### config.mk
export PLATFORM = sky130hd
export DESIGN_NAME = sbw_top
export DESIGN_NICKNAME = d
export VERILOG_FILES = /design/src/sbw_pkg.sv /design/src/sbw_top.sv /design/src/sbw_sync3.sv /design/src/sbw_baud.sv
export SDC_FILE = /design/constraint.sdc
export NUM_CORES = 1
export LEC_CHECK = 0
export ABC_AREA = 1
export BUFFER_PORTS_ARGS = -buffer_cell sky130_fd_sc_hd__buf_2
export CORE_MARGIN = 3
export CORE_UTILIZATION = 30
export CTS_CLUSTER_SIZE = 30
export DETAILED_ROUTE_END_ITERATION = 16
export GPL_TIMING_DRIVEN = 0
export PLACE_DENSITY_LB_ADDON = 0.1
export REMOVE_ABC_BUFFERS = 1
export SYNTH_ARGS = -nofsm -noshare
export SYNTH_HDL_FRONTEND = slang
export SYNTH_SLANG_ARGS = --single-unit
### constraint.sdc
create_clock -name clk_i -period 1.9 [get_ports clk_i]
set_input_delay 0.38 -clock clk_i [delete_from_list [all_inputs] [get_ports clk_i]]
set_output_delay 0.38 -clock clk_i [all_outputs]
set_load 0.01 [all_outputs]
### src/sbw_pkg.sv
// What this block does
// - Armed wake event raises receive ready flag
// - Rising data line clears wake arm
// - Receive data read clears ready flag
// - Break is start, twelve zeros, stop
// - Send break plus write starts break
// - Send break clears after break stop
// - Queued sync byte follows break automatically
// - Shift empty status covers break too
// - Received break gives flag, error, zero
// - Wake edge interrupt, then next byte
// - Auto-baud arm accepted with wake arm
// - Synchronous mode: no start, stop bits
// - Sync master needs sync, master, enable
// - Both receive enables clear means transmit
// - Master drives shift clock pin
// - One clock cycle per data bit
// - Polarity sets idle level and edge
// - Sync transmit drives data pin
// - Busy shifter holds next byte waiting
// - Data changes on leading clock edge
// - Wake event is falling data line
// - Wake arm suspends normal reception
package sbw_pkg;

    // Register port widths
    localparam int ADDR_W = 3;
    localparam int DATA_W = 16;

    // Register offsets
    localparam logic [2:0] REG_CTRL = 3'h0;
    localparam logic [2:0] REG_STAT = 3'h1;
    localparam logic [2:0] REG_TXD = 3'h2;
    localparam logic [2:0] REG_RXD = 3'h3;
    localparam logic [2:0] REG_BAUD = 3'h4;

    // Control register layout, bit 0 is the transmit enable
    typedef struct packed {
        logic autobaud_arm;
        logic wake_arm;
        logic clock_polarity_bit;
        logic continuous_receive_enable;
        logic single_receive_enable;
        logic port_enable_bit;
        logic clock_source_master;
        logic sync_sel;
        logic send_break_bit;
        logic tx_enable_bit;
    } sbw_ctrl_t;

    // Status register layout, bit 0 is shift empty
    typedef struct packed {
        logic rx_idle_status;
        logic framing_error_flag;
        logic rx_ready_flag;
        logic tx_buffer_empty_flag;
        logic tx_shift_empty;
    } sbw_stat_t;

    // Reset values
    localparam logic [9:0] CTRL_RST = 10'h000;
    localparam logic [15:0] BAUD_RST = 16'h0067;

    // Oversampling: sixteen ticks per bit, eight per half
    localparam logic [3:0] OVS_LAST = 4'hF;
    localparam logic [3:0] HALF_LAST = 4'h7;

    // Bit counts of the frames
    localparam logic [3:0] CHAR_BITS = 4'hA;
    localparam logic [3:0] BRK_BITS = 4'hE;
    localparam logic [3:0] SYNC_BITS = 4'h8;
    localparam logic [2:0] RX_LAST_BIT = 3'h7;

    // Break frame, start and twelve zeros then stop at the top
    localparam logic [13:0] BRK_FRAME = 14'h2000;

    // Transmit states
    typedef enum logic [1:0] {
        TX_IDLE = 2'b00,
        TX_ASYNC = 2'b01,
        TX_SYNC = 2'b10
    } sbw_tx_state_t;

    // Receive states
    typedef enum logic [1:0] {
        RX_IDLE = 2'b00,
        RX_START = 2'b01,
        RX_DATA = 2'b10,
        RX_STOP = 2'b11
    } sbw_rx_state_t;

endpackage

### src/sbw_top.sv
// Break, wake and synchronous master transmit part of a serial port
module sbw_top import sbw_pkg::*; (
    input wire logic clk_i,
    input wire logic srst_i,
    input wire logic [ADDR_W-1:0] addr_i,
    input wire logic [DATA_W-1:0] wdata_i,
    input wire logic wr_i,
    input wire logic rd_i,
    output logic [DATA_W-1:0] rdata_o,
    input wire logic rx_data_pin_i,
    output logic rx_data_pin_o,
    output logic rx_data_pin_oe_n_o,
    output logic tx_clock_pin_o,
    output logic tx_clock_pin_oe_n_o,
    output logic rx_ready_flag_o,
    output logic rx_idle_status_o,
    output logic autobaud_arm_o,
    output logic baud_tick_o
);

    sbw_ctrl_t ctrl; // Control register
    logic [15:0] baud_div; // Oversample divisor
    logic tick; // Oversample tick
    logic rx_s; // Synchronised receive line
    logic rx_q; // Previous synchronised level
    logic rx_fall; // Falling edge of receive line
    logic rx_rise; // Rising edge of receive line

    logic [7:0] tx_holding_reg; // Byte waiting for the shifter
    logic hold_full; // Holding register occupied
    logic [13:0] tx_shift_reg; // Bits still to send
    logic [3:0] bits_left; // Bits left including current
    logic [3:0] tx_cnt; // Transmit oversample count
    logic brk_active; // Frame in shifter is a break
    logic ck_act; // Shift clock in its active half
    logic ser_line; // Serial data level
    sbw_tx_state_t tx_state; // Transmit state

    sbw_rx_state_t rx_state; // Receive state
    logic [3:0] rx_cnt; // Receive oversample count
    logic [2:0] rx_bit; // Received data bit index
    logic [7:0] rx_shift; // Receive shifter
    logic [7:0] rx_data_reg; // Last received byte
    logic framing_error_flag; // Stop bit seen low
    logic rx_ready_flag; // Receive ready, sticky
    logic rx_idle; // Receiver idle, registered

    logic sync_master; // Synchronous master selected
    logic sync_tx_mode; // Synchronous master transmitting
    logic rx_enable; // Asynchronous receiver allowed
    logic tx_load; // Holding register moves to shifter
    logic tx_bit_end; // Asynchronous bit period ends
    logic tx_half_end; // Synchronous half period ends
    logic tx_done; // Last bit of a frame completed
    logic brk_done; // Break stop bit completed
    logic rx_done; // Receive stop bit sampled
    logic wake_evt; // Wake event while armed
    sbw_stat_t stat; // Status word for reads

    // Receive line to clock domain
    sbw_sync3 u_rx_sync (
        .clk_i(clk_i),
        .srst_i(srst_i),
        .d_i(rx_data_pin_i),
        .q_o(rx_s)
    );

    // Oversample tick source
    sbw_baud u_baud (
        .clk_i(clk_i),
        .srst_i(srst_i),
        .div_i(baud_div),
        .tick_o(tick)
    );

    // Edge finder on the synchronised line
    always_ff @(posedge clk_i) begin
        if (srst_i) begin
            rx_q <= 1'b1;
        end else begin
            rx_q <= rx_s;
        end
    end

    assign rx_fall = rx_q & ~rx_s;
    assign rx_rise = ~rx_q & rx_s;

    // Mode decode
    always_comb begin
        sync_master = ctrl.sync_sel & ctrl.clock_source_master
                      & ctrl.port_enable_bit;
        sync_tx_mode = sync_master & ~ctrl.single_receive_enable
                       & ~ctrl.continuous_receive_enable;
        rx_enable = ctrl.port_enable_bit & ~ctrl.sync_sel
                    & ctrl.continuous_receive_enable
                    & ~ctrl.wake_arm;
        wake_evt = ctrl.wake_arm & rx_fall;
    end

    // Transfer and timing strobes of the transmitter
    always_comb begin
        tx_load = (tx_state == TX_IDLE) & hold_full & ctrl.tx_enable_bit
                  & ctrl.port_enable_bit
                  & (~ctrl.sync_sel | sync_tx_mode);
        tx_bit_end = tick & (tx_cnt == OVS_LAST);
        tx_half_end = tick & (tx_cnt == HALF_LAST);
        tx_done = (tx_state == TX_ASYNC) & tx_bit_end
                  & (bits_left == 4'h1);
        brk_done = tx_done & brk_active;
    end

    // Control register, with hardware clears after software writes
    always_ff @(posedge clk_i) begin
        if (srst_i) begin
            ctrl <= sbw_ctrl_t'(CTRL_RST);
        end else begin
            if (wr_i && addr_i == REG_CTRL) begin
                // Auto-baud may be armed alongside wake
                ctrl <= sbw_ctrl_t'(wdata_i[9:0]);
            end
            if (ctrl.wake_arm && rx_rise) begin
                // End of break disarms wake
                ctrl.wake_arm <= 1'b0;
            end
            if (brk_done) begin
                ctrl.send_break_bit <= 1'b0;
            end
        end
    end

    // Baud divisor register
    always_ff @(posedge clk_i) begin
        if (srst_i) begin
            baud_div <= BAUD_RST;
        end else if (wr_i && addr_i == REG_BAUD) begin
            baud_div <= wdata_i;
        end
    end

    // Holding register; a write overwrites, software waits for empty
    always_ff @(posedge clk_i) begin
        if (srst_i) begin
            tx_holding_reg <= 8'h00;
            hold_full <= 1'b0;
        end else if (wr_i && addr_i == REG_TXD) begin
            tx_holding_reg <= wdata_i[7:0];
            hold_full <= 1'b1;
        end else if (tx_load) begin
            hold_full <= 1'b0;
        end
    end

    // Transmit shifter: asynchronous frames, breaks, synchronous bytes
    always_ff @(posedge clk_i) begin
        if (srst_i) begin
            tx_state <= TX_IDLE;
            tx_shift_reg <= 14'h0000;
            bits_left <= 4'h0;
            tx_cnt <= 4'h0;
            brk_active <= 1'b0;
            ck_act <= 1'b0;
            ser_line <= 1'b1;
        end else begin
            if (tick) begin
                tx_cnt <= tx_cnt + 4'h1;
            end
            case (tx_state)
                TX_IDLE: begin
                    ck_act <= 1'b0;
                    if (tx_load && ctrl.sync_sel) begin
                        // No start or stop bits; first bit out now
                        tx_state <= TX_SYNC;
                        ser_line <= tx_holding_reg[0];
                        tx_shift_reg <= {7'h00, tx_holding_reg[7:1]};
                        bits_left <= SYNC_BITS;
                        ck_act <= 1'b1;
                        tx_cnt <= 4'h0;
                    end else if (tx_load && ctrl.send_break_bit) begin
                        // Written value ignored, zeros sent
                        tx_state <= TX_ASYNC;
                        ser_line <= BRK_FRAME[0];
                        tx_shift_reg <= BRK_FRAME >> 1;
                        bits_left <= BRK_BITS;
                        brk_active <= 1'b1;
                        tx_cnt <= 4'h0;
                    end else if (tx_load) begin
                        // Start low, data, stop high
                        tx_state <= TX_ASYNC;
                        ser_line <= 1'b0;
                        tx_shift_reg <= {6'h01, tx_holding_reg};
                        bits_left <= CHAR_BITS;
                        brk_active <= 1'b0;
                        tx_cnt <= 4'h0;
                    end
                end
                TX_ASYNC: begin
                    if (tx_bit_end) begin
                        if (bits_left == 4'h1) begin
                            // Stop bit done; held byte loads next
                            tx_state <= TX_IDLE;
                            ser_line <= 1'b1;
                            brk_active <= 1'b0;
                        end else begin
                            ser_line <= tx_shift_reg[0];
                            tx_shift_reg <= tx_shift_reg >> 1;
                        end
                        bits_left <= bits_left - 4'h1;
                    end
                end
                TX_SYNC: begin
                    if (tx_half_end) begin
                        tx_cnt <= 4'h0;
                        if (ck_act) begin
                            // Trailing edge ends one bit
                            ck_act <= 1'b0;
                            bits_left <= bits_left - 4'h1;
                            if (bits_left == 4'h1) begin
                                tx_state <= TX_IDLE;
                            end
                        end else begin
                            // Leading edge, next bit, low bit first
                            ck_act <= 1'b1;
                            ser_line <= tx_shift_reg[0];
                            tx_shift_reg <= tx_shift_reg >> 1;
                        end
                    end
                end
                default: begin
                    tx_state <= TX_IDLE;
                end
            endcase
        end
    end

    // Asynchronous receiver, held idle while wake is armed
    always_ff @(posedge clk_i) begin
        if (srst_i) begin
            rx_state <= RX_IDLE;
            rx_cnt <= 4'h0;
            rx_bit <= 3'h0;
            rx_shift <= 8'h00;
        end else if (!rx_enable) begin
            rx_state <= RX_IDLE;
        end else begin
            if (tick) begin
                rx_cnt <= rx_cnt + 4'h1;
            end
            case (rx_state)
                RX_IDLE: begin
                    if (rx_fall) begin
                        rx_state <= RX_START;
                        rx_cnt <= 4'h0;
                    end
                end
                RX_START: begin
                    if (tick && rx_cnt == HALF_LAST) begin
                        // Mid start bit; a high line was a glitch
                        rx_cnt <= 4'h0;
                        rx_bit <= 3'h0;
                        rx_state <= rx_s ? RX_IDLE : RX_DATA;
                    end
                end
                RX_DATA: begin
                    if (tick && rx_cnt == OVS_LAST) begin
                        rx_shift <= {rx_s, rx_shift[7:1]};
                        rx_bit <= rx_bit + 3'h1;
                        if (rx_bit == RX_LAST_BIT) begin
                            rx_state <= RX_STOP;
                        end
                    end
                end
                RX_STOP: begin
                    if (tick && rx_cnt == OVS_LAST) begin
                        rx_state <= RX_IDLE;
                    end
                end
                default: begin
                    rx_state <= RX_IDLE;
                end
            endcase
        end
    end

    assign rx_done = rx_enable & (rx_state == RX_STOP) & tick
                     & (rx_cnt == OVS_LAST);

    // Received byte and framing error; a break gives zero and error
    always_ff @(posedge clk_i) begin
        if (srst_i) begin
            rx_data_reg <= 8'h00;
            framing_error_flag <= 1'b0;
        end else if (rx_done) begin
            rx_data_reg <= rx_shift;
            framing_error_flag <= ~rx_s;
        end
    end

    // Receive ready flag; a setting event wins over the read clear
    always_ff @(posedge clk_i) begin
        if (srst_i) begin
            rx_ready_flag <= 1'b0;
        end else if (wake_evt || rx_done) begin
            // Wake edge, then the byte after it, each raise it
            rx_ready_flag <= 1'b1;
        end else if (rd_i && addr_i == REG_RXD) begin
            rx_ready_flag <= 1'b0;
        end
    end

    // Receiver idle indication, one cycle behind the state
    always_ff @(posedge clk_i) begin
        if (srst_i) begin
            rx_idle <= 1'b1;
        end else begin
            rx_idle <= (rx_state == RX_IDLE);
        end
    end

    // Status word
    always_comb begin
        stat.rx_idle_status = rx_idle;
        stat.framing_error_flag = framing_error_flag;
        stat.rx_ready_flag = rx_ready_flag;
        stat.tx_buffer_empty_flag = ~hold_full;
        // Busy during breaks just as for characters
        stat.tx_shift_empty = (tx_state == TX_IDLE);
    end

    // Read data, valid only in the cycle after the strobe
    always_ff @(posedge clk_i) begin
        if (srst_i) begin
            rdata_o <= 16'h0000;
        end else if (rd_i) begin
            case (addr_i)
                REG_CTRL: rdata_o <= {6'h00, ctrl};
                REG_STAT: rdata_o <= {11'h000, stat};
                REG_TXD: rdata_o <= {8'h00, tx_holding_reg};
                REG_RXD: rdata_o <= {8'h00, rx_data_reg};
                REG_BAUD: rdata_o <= baud_div;
                default: rdata_o <= 16'h0000;
            endcase
        end else begin
            rdata_o <= 16'h0000;
        end
    end

    // Pin drivers; enables are low while driving
    always_ff @(posedge clk_i) begin
        if (srst_i) begin
            tx_clock_pin_o <= 1'b1;
            tx_clock_pin_oe_n_o <= 1'b1;
            rx_data_pin_o <= 1'b1;
            rx_data_pin_oe_n_o <= 1'b1;
        end else if (sync_master) begin
            // Idle level equals polarity; active half inverts it
            tx_clock_pin_o <= ctrl.clock_polarity_bit ^ ck_act;
            tx_clock_pin_oe_n_o <= 1'b0;
            rx_data_pin_o <= ser_line;
            rx_data_pin_oe_n_o <= ~sync_tx_mode;
        end else begin
            // Not sync master: transmit line on the clock pin
            tx_clock_pin_o <= ser_line;
            tx_clock_pin_oe_n_o <= ~(ctrl.port_enable_bit
                                     & ctrl.tx_enable_bit);
            rx_data_pin_o <= 1'b1;
            rx_data_pin_oe_n_o <= 1'b1;
        end
    end

    // Side outputs for the neighbouring logic
    always_ff @(posedge clk_i) begin
        if (srst_i) begin
            rx_ready_flag_o <= 1'b0;
            rx_idle_status_o <= 1'b1;
            autobaud_arm_o <= 1'b0;
            baud_tick_o <= 1'b0;
        end else begin
            rx_ready_flag_o <= rx_ready_flag;
            rx_idle_status_o <= rx_idle;
            autobaud_arm_o <= ctrl.autobaud_arm;
            baud_tick_o <= tick;
        end
    end

endmodule

### src/sbw_sync3.sv
// Three-stage input synchroniser; output moves when stages two and three
// agree, so a single metastable sample never reaches the logic
module sbw_sync3 import sbw_pkg::*; (
    input wire logic clk_i,
    input wire logic srst_i,
    input wire logic d_i,
    output logic q_o
);

    logic s1; // First stage, read only by s2
    logic s2; // Second stage
    logic s3; // Third stage

    // Shift chain, idle line level is high
    always_ff @(posedge clk_i) begin
        if (srst_i) begin
            s1 <= 1'b1;
            s2 <= 1'b1;
            s3 <= 1'b1;
        end else begin
            s1 <= d_i;
            s2 <= s1;
            s3 <= s2;
        end
    end

    // Accept a level once two stages agree
    always_ff @(posedge clk_i) begin
        if (srst_i) begin
            q_o <= 1'b1;
        end else if (s2 == s3) begin
            q_o <= s3;
        end
    end

endmodule

### src/sbw_baud.sv
// Oversample tick divider: one pulse every div_i + 1 clocks
module sbw_baud import sbw_pkg::*; (
    input wire logic clk_i,
    input wire logic srst_i,
    input wire logic [15:0] div_i,
    output logic tick_o
);

    logic [15:0] cnt; // Cycles since last tick

    // Count up and pulse on reaching the divisor
    always_ff @(posedge clk_i) begin
        if (srst_i) begin
            cnt <= 16'h0000;
            tick_o <= 1'b0;
        end else if (cnt >= div_i) begin
            cnt <= 16'h0000;
            tick_o <= 1'b1;
        end else begin
            cnt <= cnt + 16'h0001;
            tick_o <= 1'b0;
        end
    end

endmodule

* Word-level counts from Yosys, hierarchy flattened
Cells that the tools add are included.
Cells by class: $lt $le $gt $ge 1, add/subtract/negate cells 5, bitwise logic cells 37, reduce and logical (&&, ||, !) cells 34, eq/ne operators 30, mux-type cells 67
Operators by type and width (number):
- 14-bit 2-to-1 mux | 7
- 16-bit one-hot mux with 5 select lines | 1
- 4-bit 2-to-1 mux | 14
- 14-bit one-hot mux with 3 select lines | 1
- 2-bit 2-to-1 mux | 13
- 1-bit AND | 23
- 2-bit != test, second input constant | 11
- 1-bit 2-to-1 mux | 20
- 5-bit AND reduction | 4
- 16-bit by 1-bit adder with 16-bit output, second input constant | 1
- 16-bit >= comparator | 1
- 4-bit one-hot mux with 2 select lines | 2
- 1-bit inverter | 12
- 4-bit one-hot mux with 3 select lines | 1
- 2-bit OR reduction | 6
- 2-bit nonzero test | 5
- 1-bit logical AND | 9
- 4-bit by 1-bit adder with 4-bit output, second input constant | 2
- 4-bit by 3-bit == test with 1-bit output, second input constant | 2
- 4-bit == test, second input constant | 2
- 2-bit one-hot mux with 4 select lines | 1
- 4-bit AND reduction | 2
- 2-bit == test, second input constant | 3
- 3-bit by 2-bit == test with 1-bit output, second input constant | 2
- 24 further kinds | 29
Storage, ports and cells: input bits 24, logic and storage cells 218, output and inout port bits 24, bits in registers 136

* Depth between registers and ports, before layout
Gate-level depths: netlist of the first run.
depth in word-level cells 10, gate-level depth with buffers 12, depth with buffers taken out 11

* Hierarchy
Synthesis of the first run repeated with hierarchy kept, for this count alone.
Second synthesis, totals: cells, all modules 860, area total of the unflattened synthesis 6287.3 um2
Modules (own cells, without submodules):
- sbw_top | cells each 673, area an instance 4928.5 um2, times used 1, seq. area each 2282.2 um2
- sbw_baud | cells each 172, area an instance 1229.9 um2, times used 1, seq. area each 340.3 um2
- sbw_sync3 | cells each 15, area an instance 128.9 um2, times used 1, seq. area each 80.1 um2

* Least setup slack after synthesis of the first run
OpenSTA, ideal clock, no wires.
kind register -> register, from reg tx_state[0], to reg tx_shift_reg[8], buffers on the path 0, required time 1788 ps, cell stages (with the launch flop) 12, library setup time 112 ps, period minus slack after synthesis 1637 ps, arrival 1525 ps, slack 263 ps, cells stage by stage dfxtp_1 > inv_1 > ha_1 > nand3_1 > nor2_1 > nand3_2 > nand2_2 > inv_1 > nand2_2 > o21ai_0 > nor2_1 > nor2_1
On the way: longest elaborated chain between the ends 9, elaborated cells on any way between the ends 19, those cells by class 7 x eq/ne; 3 x mux; 4 x bitwise; 5 x reduce/logical
RTL lines:
- start, declared | RTL line sbw_top.sv:37 | sbw_tx_state_t tx_state;
- start signal, assigned | RTL line sbw_top.sv:156 | tx_state <= TX_IDLE;
- start signal, assigned | RTL line sbw_top.sv:172 | tx_state <= TX_SYNC;
- start signal, assigned | RTL line sbw_top.sv:180 | tx_state <= TX_ASYNC;
- 2-bit zero test | RTL line sbw_top.sv:102, sbw_top.sv:167
- 1-bit AND (2 in series) | RTL line sbw_top.sv:102 | tx_load = (tx_state == TX_IDLE) & hold_full & ctrl.tx_enable_bit
- 1-bit AND | RTL line sbw_top.sv:103 | & ctrl.port_enable_bit
- 1-bit AND | RTL line sbw_top.sv:104 | & (~ctrl.sync_sel | sync_tx_mode);
- 1-bit logical AND | RTL line sbw_top.sv:178 | end else if (tx_load && ctrl.send_break_bit) begin
- 14-bit 2-to-1 mux | RTL line sbw_top.sv:178
- 14-bit 2-to-1 mux | RTL line sbw_top.sv:170 | if (tx_load && ctrl.sync_sel) begin
- 14-bit one-hot mux with 3 select lines | RTL line sbw_top.sv:167 | case (tx_state)
- end signal, assigned | RTL line sbw_top.sv:174 | tx_shift_reg <= {7'h00, tx_holding_reg[7:1]};
- end signal, assigned | RTL line sbw_top.sv:182 | tx_shift_reg <= BRK_FRAME >> 1;
- end signal, assigned | RTL line sbw_top.sv:190 | tx_shift_reg <= {6'h01, tx_holding_reg};
- end, declared | RTL line sbw_top.sv:31 | logic [13:0] tx_shift_reg;
Parallel ways exist; a longest one is shown, timed or not. A chain may end at the register's enable or synchronous reset.

* Worst setup path after layout of the first run
from in srst_i, to reg rdata_o[4]
On the way: longest elaborated chain between the ends 1
RTL lines:
- start, declared | RTL line sbw_top.sv:4 | input wire logic srst_i,
- 2-bit OR reduction (no line)
- end signal, assigned | RTL line sbw_top.sv:335 | REG_CTRL: rdata_o <= {6'h00, ctrl};
- end signal, assigned | RTL line sbw_top.sv:336 | REG_STAT: rdata_o <= {11'h000, stat};
- end signal, assigned | RTL line sbw_top.sv:337 | REG_TXD: rdata_o <= {8'h00, tx_holding_reg};
- end, declared | RTL line sbw_top.sv:9 | output logic [DATA_W-1:0] rdata_o,
No other way between the ends.

==> metrics.yaml, run 1 <==
critical_path:
  crit-reg2reg-launch: "tx_cnt[0]$_SDFF_PP0_"
  crit_start: "srst_i"
  cp.required_ns: 2.18
  worstPathArrival_ns: 2.03
  crit_fanout: 52
  startpoint_type: "input port"
  critPathKind: "input port to flip-flop"
  r2r_slack_ns: 0.19
  end_kind: "flip-flop"
sta:
  timing.hold.ws_ns: 0.140
  finalSetupViolCount: 0
  final_hold_viol_count: 0
  min_period_ns: 1.75
  final.period_utilization: 0.919
  worstMarginPinSlew_ns: 0.558
  relSlewSlack: 0.628
  fmax_mhz: 573
  finalSetupTns_ns: 0
  skew_ns: 0.00597
  maxSlewViolCount: 0
synthesis:
  seq_area_frac_synth: 0.437
  synthXorXnorAreaFrac: 0.0241
  yosys.area_share.simple: 0.232
  netlist_instances: 835
  synth.distinct_cells: 37
  synth_compound_area_frac: 0.155
  synth_fa_ha_area_frac: 0.0546
  synth_ff_type: "dfxtp_1"
  async_reset_ff_frac: 0
  yosysWarnings: 0
  netlist_area_um2: 6190
  ys_seq_elements: 135
  synth_mux_area_frac: 0
  synth.avg_cell_area_um2: 7.41
  synth_edf_count: 0
  synth_top_family_by_area: "simple AND/OR/NAND/NOR gates"
floorplanning:
  fp.dieW_um: 150
  dieArea_um2: 22400
  die_h_um: 150
  ios: 48
  rows: 51
  start_util: 0.312
  fp.coreArea_um2: 19800
power_and_ir_drop:
  vdd_drop_max_mv: 0.621
  seq_power_share: 0.411
  total_power_mw: 7.23
  switchingPower_mw: 1.67
  swShare: 0.231
  pwr-share-comb: 0.080
  p_leak_nw: 3.19
  power_density_nw_per_um2: 958
  p_int_mw: 5.56
  power.share.clock: 0.510
global_routing:
  grt_usage: 0.151
  grt_pass1_vias: 4854
  grt_start_max_net_pins: 53
  grt_pass1_wl_um: 26300
  antenna_found_initial: 0
  grt.overflow.total: 0
detailed_routing:
  met3WireLength_um: 670
  first_pass_iters: 4
  viasPerCell: 4.54
  top_layer: "met4"
  wl_met1_um: 8590
  ant_nets: 0
  drc: 0
  wl_per_cell_um: 14.0
  drt_first_iter_violations: 313
  finalWirelength_um: 16400
  wl_met2_um: 6870
  vias: 5312
clock_tree:
  cts_hold_buf: 0
  clkLatencyLatePin_ns: 0.42
  cts_buffer_depth: 2
  clkTransAtPathRegs_ns: 0.06
  cts_tree: "yes"
  cts_root_buf: "clkbuf_16"
  cts_inserted_buffers: 17
  htreeDepth: 4
  clkSinkCount: 135
place:
  dpl_cell_area_um2: 6630
  post-place-cells: 1121
  port_buffers: 47
  place.detailed.hpwl_um: 11500
  place_congestion: 0.768
run_status:
  outcome: "finished, final reports clean"
final_layout:
  design_area_um2: 7550
  finalNonFillerCells: 1171
  diodes: 0
  final_common_cell: "dfxtp_1"
  largestRegisters: "baud_div: 16 flops, rdata_o: 16 flops, u_baud.cnt: 16 flops"
  drive_above_1_share: 0.149
  area_delta_synth_final_pct: 22.0
  final_cell_mix: "132 x dfxtp_1, 130 x nand2_1, 117 x inv_1"
  nets: 944
  nFillCells: 2092
worst_hold_path:
  hp-class: "input port to flip-flop"
  min_from: "rx_data_pin_i"
job:
  maxCapViolCount: 0
through the flow:
stage	utilization	setup slack (ns)
finish	0.380	0.155
global route	0.380	-0.00361
CTS	0.372	-0.0119
detailed placement	0.334	-0.987
global placement	0.333	-2.31
floorplan	-	-0.227
cells by family (layout without fill, tap and decap cells):
kind of cell             Yosys count  after routing
AO/OA/AOI/OAI                    178            178
XOR/XNOR                          17             17
adder cells (fa/ha/maj)           27             27
buffers and inverters            149            218
flip-flops                       135            135
AND/OR/NAND/NOR                  329            331
routing by layer:
layer / up-vias / track usage
met5: - / 0
met4: 0 / 0.0485
met3: 17 / 0.0324
met2: 92 / 0.217
met1: 2372 / 0.224
li1: 2831 / -
worst paths after layout:
path,cells past startpoint,end
max,5,rdata_o[4]$_SDFF_PP0_
min,2,u_rx_sync.s1$_SDFF_PP1_
max reg2reg,8,bits_left[0]$_SDFFE_PP0P_
min reg2reg,1,u_rx_sync.s2$_SDFF_PP1_
timing repair:
item                                    CTS  global route
gates cloned                              1             2
buffers inserted                          4            11
resized for setup                        12            17
endpoints found under the setup margin   72            40
pin swaps                                 3             5
layout make-up:
| type | instances | area (µm²) | area share |
|---|---|---|---|
| Clock buffer | 21 | 470 | 0.0623 |
| Clock inverter | 11 | 195 | 0.0259 |
| Inverter | 122 | 464 | 0.0615 |
| Multi-Input combinational cell | 553 | 2990 | 0.396 |
| Sequential cell | 135 | 2710 | 0.359 |
| Tap cell | 265 | 332 | 0.0439 |
| Timing Repair Buffer | 63 | 380 | 0.0504 |
| Timing Repair inverter | 1 | 7.51 | 0.000995 |
cells in the mapped netlist, types with 7 or more instances:
cell type,instances,area share
xor2_1,11,0.016
nand4_1,12,0.012
o21ai_0,74,0.060
a211oi_1,7,0.0085
nor3_1,16,0.013
dfxtp_1,135,0.44
nor2_1,115,0.070
nand2_1,134,0.081
nand3_1,30,0.024
buf_2,7,0.0057
o22ai_1,13,0.013
a21oi_1,68,0.055
inv_1,121,0.073
ha_1,27,0.055
clkbuf_1,12,0.0073
critical path, cell delays in order:
cell	delay, ns
buf_2	0.44
inv_2	0.39
buf_12	0.29
nand2_2	0.33
nor2_1	0.15
power groups by stage:
| stage | registers [mW] | logic, mW | clock network, mW |
|---|---|---|---|
| global route | 2.98 | 0.658 | 3.91 |
| detailed placement | 3.03 | 0.518 | 0 |
| global placement | 3.03 | 0.518 | 0 |
| CTS | 2.97 | 0.544 | 3.78 |
| floorplan | 3.02 | 0.347 | 0 |
| finish | 2.97 | 0.577 | 3.68 |
Power figures use the tool's default switching activity.
==> inputs of run 2 (changes only) <==
--- a/config.mk
+++ b/config.mk
@@ -5,10 +5,9 @@
 export SDC_FILE = /design/constraint.sdc
 export NUM_CORES = 1
 export LEC_CHECK = 0
-export ABC_AREA = 1
 export BUFFER_PORTS_ARGS = -buffer_cell sky130_fd_sc_hd__buf_2
 export CORE_MARGIN = 3
-export CORE_UTILIZATION = 30
+export CORE_UTILIZATION = 42
 export CTS_CLUSTER_SIZE = 30
 export DETAILED_ROUTE_END_ITERATION = 16
 export GPL_TIMING_DRIVEN = 0
==> run 2 against run 1 <==
  * First-iteration DRC count up 12%
  * Hold slack got worse by 0.0012 ns
  * Sequential share of layout area shrank 0.85 points
  * Setup slack got worse by 0.11 ns
  * Die area down 27%
  * Synthesized cell count is 16% lower
  * Clock-buffer cell count grew 5
  * Highest routed layer unchanged
==> metrics.yaml, run 2 <==
critical_path:
  cp.required_ns: 2.23
  end_kind: "flip-flop"
  startpoint_type: "flip-flop"
  max_stage_delay_ns: 0.43
  crit_chain: "inv_4, ha_4, nand2_4, or3_4, buf_4, or3_1, a21oi_1"
  worstPathArrival_ns: 2.19
  critPathSlowestCell: "or3_4"
  critPathKind: "flip-flop to flip-flop"
  crit_fanout: 8
clock_tree:
  htreeDepth: 4
  cts_tree: "yes"
  clkSinkCount: 135
  clkLatencyLatePin_ns: 0.42
  cts_buffer_depth: 2
  cts_inserted_buffers: 17
  cts_root_buf: "clkbuf_16"
  clkTransAtPathRegs_ns: 0.05
power_and_ir_drop:
  p_leak_nw: 2.98
  switchingPower_mw: 1.57
  swShare: 0.231
  p_int_mw: 5.23
  pwr-share-comb: 0.080
  power_density_nw_per_um2: 872
  power.share.clock: 0.485
  vdd_drop_max_mv: 0.568
  seq_power_share: 0.434
place:
  port_buffers: 47
  post-place-cells: 892
  dp_slack_ns: -0.946
  place_congestion: 0.799
  place.detailed.hpwl_um: 10400
final_layout:
  final_cell_mix: "115 x dfxtp_1, 91 x nand2_1, 58 x a21oi_1"
  finish.utilization: 0.549
  final_common_cell: "dfxtp_1"
  finalNonFillerCells: 953
  nets: 811
  area_delta_synth_final_pct: 25.2
  diodes: 0
  drive_above_1_share: 0.264
  largestRegisters: "baud_div: 16 flops, rdata_o: 16 flops, u_baud.cnt: 16 flops"
synthesis:
  synth_common_cells: "135 x dfxtp_1, 95 x nand2_1, 61 x a21oi_1"
  yosysMostFrequentCell: "dfxtp_1"
  synth_edf_count: 0
  netlist_area_um2: 6230
  netlist_instances: 703
  yosysWarnings: 0
  ys_seq_elements: 135
  async_reset_ff_frac: 0
  synth.area.top_cells: "dfxtp_1 43%, nand2_1 5.7%, ha_1 5.4%"
  seq_area_frac_synth: 0.434
  synth.distinct_cells: 74
  synth.avg_cell_area_um2: 8.87
  synth_ff_type: "dfxtp_1"
  synth.largest_area_cell: "dfxtp_1"
  netlist.area_leader.share: 0.434
sta:
  relSlewSlack: 0.516
  setup_ws_ns: 0.0438
  finalSetupTns_ns: 0
  final.period_utilization: 0.977
  finalSetupViolCount: 0
  maxSlewViolCount: 0
  timing.hold.ws_ns: 0.139
  fmax_mhz: 539
  final_hold_viol_count: 0
  skew_ns: 0.0138
  rsz0062_at_grt: "yes"
  min_period_ns: 1.86
  worstMarginPinSlew_ns: 0.723
detailed_routing:
  wl_per_cell_um: 16.8
  ant_nets: 0
  drc: 0
  drt_first_iter_violations: 350
  vias: 5266
  viasPerCell: 5.53
  first_pass_iters: 6
  finalWirelength_um: 16000
global_routing:
  antenna_found_initial: 0
  grt_usage: 0.195
  use_met3: 0.0383
  grt_start_max_net_pins: 87
  grt-busiest-layer: "met2"
  grtUsageMet2: 0.300
  use_met1: 0.272
  grt_pass1_vias: 4943
  grt_pass1_wl_um: 25300
  grt.overflow.total: 0
worst_hold_path:
  hp-class: "input port to flip-flop"
floorplanning:
  rows: 43
  dieArea_um2: 16300
  fp.dieW_um: 128
  die_h_um: 128
  start_util: 0.439
  ios: 48
  fp.coreArea_um2: 14200
job:
  maxCapViolCount: 0
run_status:
  outcome: "finished, final reports clean"
==> run 2: kinds of logic (layout without fill, tap and decap cells) <==
family,Yosys count,after routing,share of synthesized area
AND/OR/NAND/NOR,279,279,0.226
AO/OA/AOI/OAI,142,143,0.151
flip-flops,135,135,0.434
buffers and inverters,68,137,0.0466
multiplexers,32,32,0.0614
adder cells (fa/ha/maj),27,27,0.0542
XOR/XNOR,20,20,0.0281
==> run 2: power by group through the flow <==
stage	combinational, mW	clock, mW	sequential, mW
after floorplan	0.272	0	2.99
after global placement	0.428	0	3.00
after detailed placement	0.436	0	3.01
after CTS	0.463	3.37	2.95
after global routing	0.603	3.50	2.96
final	0.546	3.30	2.96
==> run 2: routing by layer <==
metal	up-vias	routed length, µm
li1	2592	-
met1	2528	7550
met5	-	0
met2	127	7470
met3	19	757
met4	0	199
==> run 2: worst paths after layout <==
kind / endpoint / depth (start not counted) / startpoint / slack (ns)
min reg2reg: u_rx_sync.s2$_SDFF_PP1_ / 1 / u_rx_sync.s1$_SDFF_PP1_ / 0.41
max reg2reg: tx_state[1]$_SDFFE_PP0P_ / 7 / tx_state[1]$_SDFFE_PP0P_ / 0.04
min: u_rx_sync.s1$_SDFF_PP1_ / 2 / rx_data_pin_i / 0.14
max: tx_state[1]$_SDFFE_PP0P_ / 7 / tx_state[1]$_SDFFE_PP0P_ / 0.04
==> run 2: cell type report <==
| type | instances | area [µm²] |
|---|---|---|
| Fill cell | 1305 | 6400 |
| Multi-Input combinational cell | 501 | 3650 |
| Sequential cell | 135 | 2730 |
| Clock buffer | 26 | 509 |
| Timing Repair Buffer | 75 | 475 |
| Tap cell | 180 | 225 |
| Inverter | 30 | 121 |
| Clock inverter | 6 | 88.8 |
==> run 2: worst max-delay path, delay by kind of cell (launching register included) <==
family	cells	cell delay, ns
simple gates	3	0.84
flops	1	0.36
buf+inv	2	0.24
fa+ha+maj	1	0.20
compound gates	1	0.13
==> run 2: per-stage QoR <==
stage | area (µm²) | power [mW]
finish | 7800 | 6.80
CTS | 7320 | 6.78
global placement | 6520 | 3.43
detailed placement | 6520 | 3.44
global route | 7800 | 7.06
floorplan | 6060 | 3.27
==> run 2: repair_timing <==
action | in CTS | in global routing
cloned | 0 | 1
setup endpoints to repair | 95 | 57
gates resized for setup | 35 | 67
hold buffers | 0 | 0
pin swaps | 7 | 38
setup buffers | 5 | 23
==> inputs of run 3 (changes only) <==
--- a/config.mk
+++ b/config.mk
@@ -5,12 +5,14 @@
 export SDC_FILE = /design/constraint.sdc
 export NUM_CORES = 1
 export LEC_CHECK = 0
+export ABC_AREA = 1
 export BUFFER_PORTS_ARGS = -buffer_cell sky130_fd_sc_hd__buf_2
 export CORE_MARGIN = 3
 export CORE_UTILIZATION = 42
 export CTS_CLUSTER_SIZE = 30
 export DETAILED_ROUTE_END_ITERATION = 16
 export GPL_TIMING_DRIVEN = 0
+export MAX_ROUTING_LAYER = met4
 export PLACE_DENSITY_LB_ADDON = 0.1
 export REMOVE_ABC_BUFFERS = 1
 export SYNTH_ARGS = -nofsm -noshare
==> run 3 against run 2 <==
  * Combinational power increased by 7.3%
  * Flip-flop and latch count unchanged
  * Register-to-register slack improved by 0.04 ns
  * Global-route usage decreased by 0.065 points
  * Largest power group unchanged
==> metrics.yaml, run 3 (synthesized netlist as in run 1, its figures left out) <==
run_status:
  outcome: "finished, final reports clean"
final_layout:
  final_cell_mix: "135 x dfxtp_1, 131 x nand2_1, 119 x inv_1"
  finalNonFillerCells: 1089
  area_delta_synth_final_pct: 19.0
  finish.utilization: 0.520
  design_area_um2: 7360
  largestRegisters: "baud_div: 16 flops, rdata_o: 16 flops, u_baud.cnt: 16 flops"
  final_common_cell: "dfxtp_1"
  drive_above_1_share: 0.145
  nets: 947
  nFillCells: 1372
  diodes: 0
clock_tree:
  clkTransAtPathRegs_ns: 0.06
  clkLatencyLatePin_ns: 0.42
  cts_inserted_buffers: 17
  cts_root_buf: "clkbuf_16"
  htreeDepth: 4
  cts_buffer_depth: 2
  clkSinkCount: 135
  cts_tree: "yes"
  cts_hold_buf: 0
floorplanning:
  fp.coreArea_um2: 14100
  ios: 48
  fp.dieW_um: 127
  die_h_um: 127
  rows: 43
  start_util: 0.437
  dieArea_um2: 16200
place:
  place_congestion: 0.882
  dpl_cell_area_um2: 6520
  port_buffers: 47
  post-place-cells: 1036
  place.detailed.hpwl_um: 10800
detailed_routing:
  finalWirelength_um: 15400
  ant_nets: 0
  drt_first_iter_violations: 398
  drc: 0
  viasPerCell: 5.04
  first_pass_iters: 7
  vias: 5488
  wl_per_cell_um: 14.1
critical_path:
  r2r-end: "tx_shift_reg[9]$_SDFFE_PP0P_"
  max_stage_delay_ns: 0.34
  crit-reg2reg-launch: "tx_state[1]$_SDFFE_PP0P_"
  r2r_slack_ns: 0.08
  critPathKind: "flip-flop to flip-flop"
  worstPathArrival_ns: 2.11
  crit_chain: "inv_1, ha_4, nand3_1, nor2_4, nand2_2, nand2_8, nand3_4, o21ai_1, nor2_1"
  ff2ff_path_depth: 9
  cp_top_family: "simple AND/OR/NAND/NOR gates"
  startpoint_type: "flip-flop"
  cp.required_ns: 2.19
  end_kind: "flip-flop"
  critPathSlowestCell: "dfxtp_1"
  crit_fanout: 16
  crit_start: "tx_state[1]$_SDFFE_PP0P_"
  crit_buf_inv: 1
sta:
  fmax_mhz: 549
  rsz0062_at_grt: "yes"
  final_hold_viol_count: 0
  final.period_utilization: 0.958
  maxSlewViolCount: 0
  relSlewSlack: 0.579
  skew_ns: 0.00691
  finalSetupViolCount: 0
  min_period_ns: 1.82
  worstMarginPinSlew_ns: 0.630
  finalSetupTns_ns: 0
global_routing:
  grt_start_max_net_pins: 59
  grt_pass1_wl_um: 24100
  grt_usage: 0.194
  grt_pass1_vias: 4836
  antenna_found_initial: 0
  grt.overflow.total: 0
power_and_ir_drop:
  pwr-share-comb: 0.088
  p_int_mw: 4.97
  swShare: 0.256
  power_density_nw_per_um2: 908
  vdd_drop_max_mv: 0.636
  seq_power_share: 0.444
  power.share.clock: 0.468
  switchingPower_mw: 1.71
  p_leak_nw: 3.16
  total_power_mw: 6.68
worst_hold_path:
  whs_endpoint: "u_rx_sync.s1$_SDFF_PP1_"
  holdPathStages: 2
  min_from: "rx_data_pin_i"
  hp-class: "input port to flip-flop"
job:
  maxCapViolCount: 0
-- run 3: cell types whose count changed in the layout (fill, tap and decap cells not counted), moves of 13 or more --
cell / before / now
dfxtp_1: 115 / 135
dfxtp_2: 18 / 0
inv_1: 24 / 119
mux2i_1: 27 / 0
nand2_1: 91 / 131
nand3_1: 13 / 29
nor2_1: 54 / 111
nor2b_1: 13 / 0
o21ai_0: 18 / 74
-- run 3: worst max path at each step --
stage / to / slack, ns / depth (start not counted)
after CTS: tx_shift_reg[9]$_SDFFE_PP0P_ / 0.03 / 8
after global routing: tx_shift_reg[8]$_SDFFE_PP0P_ / -0.07 / 11
after global placement: rdata_o[1]$_SDFF_PP0_ / -2.00 / 4
final: tx_shift_reg[9]$_SDFFE_PP0P_ / 0.08 / 9
after detailed placement: baud_div[13]$_SDFFE_PP0P_ / -0.89 / 7
after floorplan: u_baud.cnt[0]$_SDFF_PP0_ / -0.23 / 3
-- run 3: through the flow --
step                      hold WS [ns]  setup WS [ns]
after floorplan                  0.389         -0.227
after global placement           0.392          -2.00
after detailed placement         0.402         -0.887
after CTS                        0.123         0.0273
after global routing             0.131        -0.0697
final                            0.145         0.0789
-- run 3: repair_timing --
| item | 4_1_cts | 5_1_grt |
|---|---|---|
| setup buffers | 4 | 15 |
| pin swaps | 1 | 6 |
| endpoints found under the setup margin | 56 | 35 |
| gates resized for setup | 9 | 11 |
| gates cloned | 0 | 2 |
-- run 3: metal layers --
layer / global-route usage / wire (µm)
met5: - / 0
met4: 0.0606 / 206
met3: 0.0531 / 788
met2: 0.287 / 6930
met1: 0.259 / 7460
-- run 3: cell type report --
type / instances / area [µm²] / share of cell area
sequential: 135 / 2700 / 0.367
timing repair inverter: 1 / 7.51 / 0.00102
timing repair buffer: 67 / 423 / 0.0575
multi-input combinational: 552 / 2970 / 0.404
clock buffer: 18 / 439 / 0.0597
tap: 180 / 225 / 0.0306
clock inverter: 14 / 128 / 0.0173
inverter: 122 / 463 / 0.0629
-- run 3: worst register-to-register path: stages (launching register included) --
cell and delay [ns]:
dfxtp_1 0.34, inv_1 0.14, ha_4 0.22, nand3_1 0.14
nor2_4 0.16, nand2_2 0.12, nand2_8 0.15, nand3_4 0.17
o21ai_1 0.20, nor2_1 0.06
-- run 3: power by group through the flow --
stage | sequential, mW | clock, mW | combinational (mW)
after global routing | 2.98 | 3.34 | 0.653
after global placement | 3.02 | 0 | 0.494
after detailed placement | 3.03 | 0 | 0.509
after floorplan | 3.02 | 0 | 0.347
final | 2.97 | 3.13 | 0.586
after CTS | 2.96 | 3.21 | 0.527
